[config.mk]
export PLATFORM = sky130hd
export DESIGN_NAME = mna_next_addr
export DESIGN_NICKNAME = d
export VERILOG_FILES = /design/src/rtl/mna_pkg.sv /design/src/rtl/mna_stack.sv /design/src/rtl/mna_next_addr.sv
export VERILOG_INCLUDE_DIRS = /design/src /design/src/rtl
export SDC_FILE = /design/constraint.sdc
export NUM_CORES = 1
export LEC_CHECK = 0
export BUFFER_PORTS_ARGS = -buffer_cell sky130_fd_sc_hd__buf_2
export CORE_MARGIN = 1.5
export CORE_UTILIZATION = 50
export DETAILED_ROUTE_END_ITERATION = 10
export PLACE_DENSITY = 0.7
export SYNTH_ARGS = -nofsm -noshare
export SYNTH_HDL_FRONTEND = slang
export SYNTH_SLANG_ARGS = --single-unit
[constraint.sdc]
create_clock -name mclk -period 7 [get_ports mclk]
set_clock_uncertainty 0.15 [all_clocks]
set_input_delay 1.05 -clock mclk [delete_from_list [all_inputs] [get_ports mclk]]
set_output_delay 1.05 -clock mclk [all_outputs]
set_load 0.1 [all_outputs]
[src/rtl/mna_cfg.svh]
/*
  Constants of the microprogram next-address block: widths, reset values
  and the opcode figures of the next-address instruction set.
  Assumes it is included by its bare name from the rtl folder.
*/
`ifndef MNA_CFG_SVH
`define MNA_CFG_SVH

// -----------------------------------------------------------------------
// widths and reset values
// -----------------------------------------------------------------------
`define MNA_ADDR_W       16
`define MNA_MWAY_W       4
`define MNA_STACK_DEPTH  33
`define MNA_RST_ADDR     16'h0000
`define MNA_RST_PC       16'h0001
`define MNA_RST_CNT      16'h0000
`define MNA_CNT_ONE      16'h0001

// -----------------------------------------------------------------------
// opcode figures
// -----------------------------------------------------------------------
`define MNA_OP_LEAVE_DIRECT_IF_TRUE    6'h02
`define MNA_OP_DEC_BRANCH_IF_TRUE    6'h03
`define MNA_OP_XTCC_A    6'h06
`define MNA_OP_DJCC_A    6'h07
`define MNA_OP_XTCC_M    6'h0A
`define MNA_OP_DJCC_M    6'h0B
`define MNA_OP_RET_T     6'h0E
`define MNA_OP_DJCC_S    6'h0F
`define MNA_OP_CNC_D     6'h11
`define MNA_OP_LEAVE_DIRECT_IF_FALSE    6'h12
`define MNA_OP_DJNC_D    6'h13
`define MNA_OP_CALL_ALT_IF_FALSE     6'h15
`define MNA_OP_XTNC_A    6'h16
`define MNA_OP_DJNC_A    6'h17
`define MNA_OP_CALL_MULTIWAY_IF_FALSE     6'h19
`define MNA_OP_XTNC_M    6'h1A
`define MNA_OP_DJNC_M    6'h1B
`define MNA_OP_CALL_TOP_IF_FALSE     6'h1D
`define MNA_OP_RET_F     6'h1E
`define MNA_OP_DJNC_S    6'h1F
`define MNA_OP_EXIT_D    6'h22
`define MNA_OP_DEC_BRANCH_DIRECT    6'h23
`define MNA_OP_EXIT_A    6'h26
`define MNA_OP_DJMP_A    6'h27
`define MNA_OP_EXIT_M    6'h2A
`define MNA_OP_DJMP_M    6'h2B
`define MNA_OP_RET       6'h2E
`define MNA_OP_DEC_BRANCH_TOP    6'h2F
`define MNA_OP_FOR_D     6'h31
`define MNA_OP_LOOP      6'h33
`define MNA_OP_POP_D     6'h34
`define MNA_OP_PUSH_D    6'h35
`define MNA_OP_FOR_A     6'h37
`define MNA_OP_POP_C     6'h38
`define MNA_OP_PUSH_C    6'h39
`define MNA_OP_SWAP      6'h3A

`endif

[src/rtl/mna_pkg.sv]
/*
  Types of the microprogram next-address block.
  Assumes mna_cfg.svh is visible on the include path.
*/
`include "mna_cfg.svh"

package mna_pkg;

  // source of a jump target, chosen by opcode bits 3..2
  typedef enum logic [1:0] {
    MNA_SRC_DIRECT = 2'h0,
    MNA_SRC_ALT    = 2'h1,
    MNA_SRC_MULTI  = 2'h2,
    MNA_SRC_TOP    = 2'h3
  } mna_src_t;

endpackage : mna_pkg

[src/rtl/mna_stack.sv]
/*
  Subroutine stack of the next-address block: the top entry is held in a
  register, deeper entries in a small array.
  Assumes at most one of push, pop and replace per cycle; a push on a full
  stack or a pop on an empty one is ignored.
*/
`timescale 1ns/1ps
`default_nettype none
`include "mna_cfg.svh"

module mna_stack
  import mna_pkg::*;
#(
  parameter int DW    = `MNA_ADDR_W,
  parameter int DEPTH = `MNA_STACK_DEPTH
)(
  input  wire logic          mclk,
  input  wire logic          nrst,
  input  wire logic          push,
  input  wire logic          pop,
  input  wire logic          replace,
  input  wire logic [DW-1:0] wrData,
  output var  logic [DW-1:0] top_r,
  output var  logic [$clog2(DEPTH+1)-1:0] depth_r,
  output var  logic          empty_r,
  output var  logic          full_r
);

  localparam int PW = $clog2(DEPTH+1);

  logic [DW-1:0] mem [DEPTH];
  logic [DW-1:0] top_nxt;
  logic [PW-1:0] depth_nxt;
  logic          doPush;
  logic          doPop;

  // -----------------------------------------------------------------------
  // next top and depth
  // -----------------------------------------------------------------------
  always_comb
  begin
    doPush    = push && !full_r;
    doPop     = pop && !empty_r;
    top_nxt   = top_r;
    depth_nxt = depth_r;
    if (doPush)
    begin
      top_nxt   = wrData;
      depth_nxt = depth_r + PW'(1);
    end
    else if (doPop)
    begin
      // the entry below the top becomes the new top
      top_nxt   = (depth_r > PW'(1)) ? mem[depth_r - PW'(2)] : '0;
      depth_nxt = depth_r - PW'(1);
    end
    else if (replace && !empty_r)
    begin
      top_nxt = wrData;
    end
  end

  always_ff @(posedge mclk or negedge nrst)
  begin
    if (!nrst)
    begin
      top_r   <= '0;
      depth_r <= '0;
      empty_r <= 1'b1;
      full_r  <= 1'b0;
    end
    else
    begin
      top_r   <= top_nxt;
      depth_r <= depth_nxt;
      empty_r <= (depth_nxt == '0);
      full_r  <= (depth_nxt == PW'(DEPTH));
    end
  end

  // the old top sinks into the array on a push; no reset, data only
  always_ff @(posedge mclk)
  begin
    if (doPush && depth_r != '0)
      mem[depth_r - PW'(1)] <= top_r;
  end

endmodule : mna_stack

`default_nettype wire

[src/rtl/mna_next_addr.sv]
/*
  Next-address logic of a 16-bit microprogram sequencer: next microaddress,
  subroutine stack and loop counter.
  Assumes synchronous inputs and a microprogram store on yAddr_r.
*/
`timescale 1ns/1ps
`default_nettype none
`include "mna_cfg.svh"

module mna_next_addr
  import mna_pkg::*;
#(
  parameter int AW    = `MNA_ADDR_W,
  parameter int MW    = `MNA_MWAY_W,
  parameter int DEPTH = `MNA_STACK_DEPTH
)(
  input  wire logic          mclk,
  input  wire logic          nrst,
  input  wire logic [5:0]    opcode,
  input  wire logic          branchCondition,
  input  wire logic [AW-1:0] dIn,
  input  wire logic [AW-1:0] aIn,
  input  wire logic [MW-1:0] mIn,
  output var  logic [AW-1:0] yAddr_r,
  output var  logic [AW-1:0] dOut_r,
  output var  logic          dOe_r,
  output var  logic [AW-1:0] loopCount_r,
  output var  logic          stackEmpty_r,
  output var  logic          stackFull_r
);

  localparam int PW = $clog2(DEPTH+1);
  // -----------------------------------------------------------------------
  // sequencing state
  // -----------------------------------------------------------------------
  logic [AW-1:0] pc_r;
  logic [AW-1:0] pc_nxt;
  logic [AW-1:0] yAddr_nxt;
  logic [AW-1:0] loopCount_nxt;
  logic [AW-1:0] dOut_nxt;
  logic          dOe_nxt;
  logic [AW-1:0] top;
  logic [PW-1:0] depth;
  logic          stPush;
  logic          stPop;
  logic          stRepl;
  logic [AW-1:0] stData;
  logic [AW-1:0] target;
  logic          cntOne;
  logic          cc;
  mna_src_t      src;

  assign cc     = branchCondition;
  assign cntOne = (loopCount_r == `MNA_CNT_ONE);
  assign src    = mna_src_t'(opcode[3:2]);
  // jump target chosen by the two source bits of the opcode
  always_comb
  begin
    unique case (src)
      MNA_SRC_DIRECT: target = dIn;
      MNA_SRC_ALT:    target = aIn;
      MNA_SRC_MULTI:  target = {dIn[AW-1:MW], mIn};
      MNA_SRC_TOP:    target = top;
    endcase
  end

  // -----------------------------------------------------------------------
  // opcode decode
  // -----------------------------------------------------------------------
  // default is continue: the PC already holds the incremented address
  always_comb
  begin
    yAddr_nxt     = pc_r;
    loopCount_nxt = loopCount_r;
    dOut_nxt      = dOut_r;
    dOe_nxt       = 1'b0;
    stPush        = 1'b0;
    stPop         = 1'b0;
    stRepl        = 1'b0;
    stData        = pc_r;
    unique case (opcode)
      `MNA_OP_CNC_D, `MNA_OP_CALL_ALT_IF_FALSE, `MNA_OP_CALL_MULTIWAY_IF_FALSE:
      begin
        if (!cc)
        begin
          yAddr_nxt = target;
          stPush    = 1'b1;
        end
      end
      `MNA_OP_CALL_TOP_IF_FALSE:
      begin
        // coroutine call: the PC takes the place of the top entry
        if (!cc)
        begin
          yAddr_nxt = top;
          stRepl    = 1'b1;
        end
      end
      `MNA_OP_EXIT_D, `MNA_OP_EXIT_A, `MNA_OP_EXIT_M:
      begin
        yAddr_nxt = target;
        stPop     = 1'b1;
      end
      `MNA_OP_LEAVE_DIRECT_IF_TRUE, `MNA_OP_XTCC_A, `MNA_OP_XTCC_M:
      begin
        if (cc)
        begin
          yAddr_nxt = target;
          stPop     = 1'b1;
        end
      end
      `MNA_OP_LEAVE_DIRECT_IF_FALSE, `MNA_OP_XTNC_A, `MNA_OP_XTNC_M:
      begin
        if (!cc)
        begin
          yAddr_nxt = target;
          stPop     = 1'b1;
        end
      end
      `MNA_OP_DEC_BRANCH_DIRECT, `MNA_OP_DJMP_A, `MNA_OP_DJMP_M:
      begin
        if (!cntOne)
        begin
          loopCount_nxt = loopCount_r - AW'(1);
          yAddr_nxt     = target;
        end
      end
      `MNA_OP_DEC_BRANCH_TOP:
      begin
        loopCount_nxt = loopCount_r - AW'(1);
        if (!cntOne)
          yAddr_nxt = top;
        else
          stPop = 1'b1;
      end
      `MNA_OP_DEC_BRANCH_IF_TRUE, `MNA_OP_DJCC_A, `MNA_OP_DJCC_M, `MNA_OP_DJCC_S:
      begin
        loopCount_nxt = loopCount_r - AW'(1);
        if (cc && !cntOne)
          yAddr_nxt = target;
        else if (src == MNA_SRC_TOP)
          stPop = 1'b1;
      end
      `MNA_OP_DJNC_D, `MNA_OP_DJNC_A, `MNA_OP_DJNC_M, `MNA_OP_DJNC_S:
      begin
        loopCount_nxt = loopCount_r - AW'(1);
        if (!cc && !cntOne)
          yAddr_nxt = target;
        else if (src == MNA_SRC_TOP)
          stPop = 1'b1;
      end
      `MNA_OP_RET, `MNA_OP_RET_T, `MNA_OP_RET_F:
      begin
        if (opcode == `MNA_OP_RET || (opcode == `MNA_OP_RET_T) == cc)
        begin
          yAddr_nxt = top;
          stPop     = 1'b1;
        end
      end
      `MNA_OP_FOR_D, `MNA_OP_FOR_A:
      begin
        stPush        = 1'b1;
        loopCount_nxt = (opcode == `MNA_OP_FOR_D) ? dIn : aIn;
      end
      `MNA_OP_LOOP: stPush = 1'b1;
      `MNA_OP_POP_D:
      begin
        stPop    = 1'b1;
        dOut_nxt = top;
        dOe_nxt  = 1'b1;
      end
      `MNA_OP_POP_C:
      begin
        stPop         = 1'b1;
        loopCount_nxt = top;
      end
      `MNA_OP_PUSH_D:
      begin
        stPush = 1'b1;
        stData = dIn;
      end
      `MNA_OP_PUSH_C:
      begin
        stPush = 1'b1;
        stData = loopCount_r;
      end
      `MNA_OP_SWAP:
      begin
        stRepl        = 1'b1;
        stData        = loopCount_r;
        loopCount_nxt = top;
      end
      default: yAddr_nxt = pc_r;
    endcase
    pc_nxt = yAddr_nxt + AW'(1);
  end

  // all sequencing state changes together at the clock edge
  always_ff @(posedge mclk or negedge nrst)
  begin
    if (!nrst)
    begin
      yAddr_r     <= `MNA_RST_ADDR;
      pc_r        <= `MNA_RST_PC;
      loopCount_r <= `MNA_RST_CNT;
      dOut_r      <= '0;
      dOe_r       <= 1'b0;
    end
    else
    begin
      yAddr_r     <= yAddr_nxt;
      pc_r        <= pc_nxt;
      loopCount_r <= loopCount_nxt;
      dOut_r      <= dOut_nxt;
      dOe_r       <= dOe_nxt;
    end
  end

  // -----------------------------------------------------------------------
  // stack
  // -----------------------------------------------------------------------
  // push and pop land at the same edge as the new address
  mna_stack #(
    .DW    (AW),
    .DEPTH (DEPTH)
  ) uStack (
    .mclk    (mclk),
    .nrst    (nrst),
    .push    (stPush),
    .pop     (stPop),
    .replace (stRepl),
    .wrData  (stData),
    .top_r   (top),
    .depth_r (depth),
    .empty_r (stackEmpty_r),
    .full_r  (stackFull_r)
  );
endmodule : mna_next_addr

`default_nettype wire

==> impl_metrics.env <==
export IMPL_clk_pin_slew_ns=0.07
export IMPL_die_area_sq_um=54800
export IMPL_netlist_area_leader_share_pct=59.4
export IMPL_r2r_cells=9
export IMPL_yosysWarnings=0
export IMPL_worstReg2RegStart="uStack.depth_r[1]"
export IMPL_fin_crit_sh_pct=64.5
export IMPL_initial_core_util_pct=50.7
export IMPL_dpl_hpwl_mm=43.6
export IMPL_synth_area_top_cells="edfxtp_1 (59%), mux4_2 (14%), dfrtp_1 (8.2%)"
export IMPL_cts_root_buf="clkbuf_16"
export IMPL_finish_utilization_pct=57.2
export IMPL_ys_flop_type="edfxtp_1"
export IMPL_maxCapViolations=0
export IMPL_grt_max_degree=97
export IMPL_netlist_instances=1563
export IMPL_p_total_w=0.0133
export IMPL_drcViolationCount=0
export IMPL_drt_initial_drc_count=2049
export IMPL_finalHoldViolations=0
export IMPL_tns_ns=0
export IMPL_drtAntennaViolNets=0
export IMPL_status="finished clean"
export IMPL_met1_usage_pct=36.1
export IMPL_cp_required_ns=7.34
export IMPL_worstPathArrival_ns=4.85
export IMPL_hold_path_class="in -> async"
export IMPL_grt_first_pass_wirelength_mm=104
export IMPL_cp_endpoint="uStack.top_r[9]"
export IMPL_met3_usage_pct=4.45
export IMPL_synth_most_common_cell="edfxtp_1"
export IMPL_routedWlPerCell_microns=29.6
export IMPL_dr_pass1_iters=6
export IMPL_p_leak_nw=10.3
export IMPL_num_rows=84
export IMPL_antenna_found_initial=0
export IMPL_cts_resized=0
export IMPL_coreArea_sq_um=52700
export IMPL_clock_latency_ns=0.62
export IMPL_synth_edf_count=528
export IMPL_grt_pass1_vias=15600
export IMPL_pin_count=96
export IMPL_cp_start_kind="flip-flop"
export IMPL_synth_area_sq_um=26700
export IMPL_fmax_ghz=0.222
export IMPL_power_density_nw_per_um2=442
export IMPL_h_tree_depth=2
export IMPL_synth_top_cell_by_area="edfxtp_1"
export IMPL_via_count=15700
export IMPL_async_reset_ff_share_pct=14.4
export IMPL_synth_distinct_cells=88
export IMPL_synthTopCellsByCount="edfxtp_1 (528), mux4_2 (164), dfrtp_1 (87)"
export IMPL_grt_util_all_layers_pct=26.7
export IMPL_fin_area_sq_um=30100
export IMPL_drt_total_wl_mm=71.3
export IMPL_cts_hold_buf=0
export IMPL_avgSynthCellArea_sq_um=17.1
export IMPL_gr_total_overflow=0
export IMPL_criticalPathCategory="reg -> reg"
export IMPL_gp_congestion=0.984
export IMPL_finalCriticalPeriod_ns=4.51
export IMPL_yosys_register_bits=617
export IMPL_cts_sinks=617
export IMPL_fillers=3922
export IMPL_final_max_slew_viol_count=0
export IMPL_grt_busiest_layer="met2"
export IMPL_r2r_end="uStack.top_r[9]"
export IMPL_fp_dieH_microns=234
export IMPL_syn_to_final_growth_pct=12.9
export IMPL_rsz0062_at_grt="no"
export IMPL_cts_tree="done"
export IMPL_relSlewSlack_pct=17.8
export IMPL_cts_inserted_buffers=58
export IMPL_ir_drop_uv=314
export IMPL_placed_area_sq_um=28100
export IMPL_layout_drive_gt1_share_pct=29.0
export IMPL_die_w_microns=234
export IMPL_syn_nets=1618
export IMPL_layout_nets=1728
export IMPL_clk_path_buf_depth=3
export IMPL_cp_startpoint="uStack.depth_r[1]"
export IMPL_finalSetupViolCount=0
export IMPL_reg2reg_slack_ns=2.49
export IMPL_synth_seq_area_share_pct=67.8
export IMPL_port_buffers=95
export IMPL_worstMarginPinSlew_ns=1.23
export IMPL_cts_setup_buffers=0
export IMPL_crit_fanout=67
export IMPL_end_kind="flip-flop"
export IMPL_routed_via_density=6.51
export IMPL_use_met2_pct=42.9
cell families (layout without fill, tap and decap cells):
kind of cell / Yosys count / after routing / synth area share, %
DFF: 617 / 617 / 67.8
AOI/OAI and AO/OA: 284 / 284 / 7.31
and+or+nand+nor: 278 / 278 / 5.35
muxes: 225 / 225 / 16.3
buffers and inverters: 120 / 277 / 1.88
xor gates and xnor gates: 29 / 29 / 0.952
adders and majority gates: 10 / 10 / 0.469
other: 0 / 1 / 0
layout by cell type, fill, tap and decap left out, types with 30 or more instances in the layout:
master and n:
buf_4 54, clkbuf_16 59, nand2_1 78, nor2_1 53, a21oi_1 67, dfrtp_1 85
mux2i_1 30, edfxtp_1 528, mux2_2 31, o21ai_0 64, buf_2 94, mux4_2 164
worst min path at each step:
stage | slack [ns] | depth (start not counted) | from | end
4_1_cts | 0.13 | 1 | nrst | yAddr_r[14]
6_report | 0.15 | 1 | nrst | yAddr_r[14]
5_1_grt | 0.15 | 1 | nrst | yAddr_r[14]
3_3_place_gp | 0.32 | 2 | dOut_r[7] | dOut_r[7]
3_5_place_dp | 0.32 | 2 | dOut_r[7] | dOut_r[7]
2_1_floorplan | 0.37 | 2 | pc_r[4] | yAddr_r[4]
cell type report:
class	count	area, sq um	share of cell area (%)
flip-flops and latches	617	18100	60.0
multi-input cells	826	8210	27.2
clock buffers	68	1540	5.11
repair buffers	149	896	2.97
well taps	688	861	2.86
clock inverters	39	454	1.51
inverters	21	78.8	0.262
diodes	1	2.50	0.00830
registers in the layout (all words and copies together), names as in the netlist:
name,cells
pc_r,16
uStack.depth_r,6
uStack.full_r,1
uStack.mem,528
uStack.top_r,16
dOut_r,16
yAddr_r,16
uStack.empty_r,1
loopCount_r,16
dOe_r,1
power by group:
part / total, W / internal (W) / switching, W
logic: 0.00493 / 0.00169 / 0.00324
registers: 0.00510 / 0.00469 / 0.000408
clock network: 0.00327 / 0.00191 / 0.00136
total: 0.0133 / 0.00829 / 0.00502
worst max-delay path, stage by stage, from the launching register on:
cell	delay, ns
dfrtp_4	0.77
buf_4	0.53
buf_4	0.83
mux4_2	0.46
mux4_2	0.49
mux2i_1	0.35
nand2_1	0.09
o21ai_0	0.17
o22ai_1	0.12
mux2_2	0.31
stage by stage:
| step | worst slack, ns | instances | hold slack, ns |
|---|---|---|---|
| after floorplan | 3.12 | 1563 | 0.367 |
| after global placement | 2.37 | 2301 | 0.320 |
| after detailed placement | 2.33 | 2301 | 0.323 |
| after CTS | 2.48 | 2408 | 0.132 |
| after global routing | 2.28 | 2408 | 0.153 |
| final | 2.49 | 2409 | 0.148 |
metal layers:
layer | vias to the layer above | routed length (microns) | part of all wire (%)
met5 | - | 0 | 0
met4 | 0 | 3210 | 4.5
met3 | 163 | 5490 | 7.7
met2 | 839 | 34800 | 49
met1 | 8114 | 27800 | 39
li1 | 6575 | - | -
Note: power is estimated with default switching activity, not from simulation.
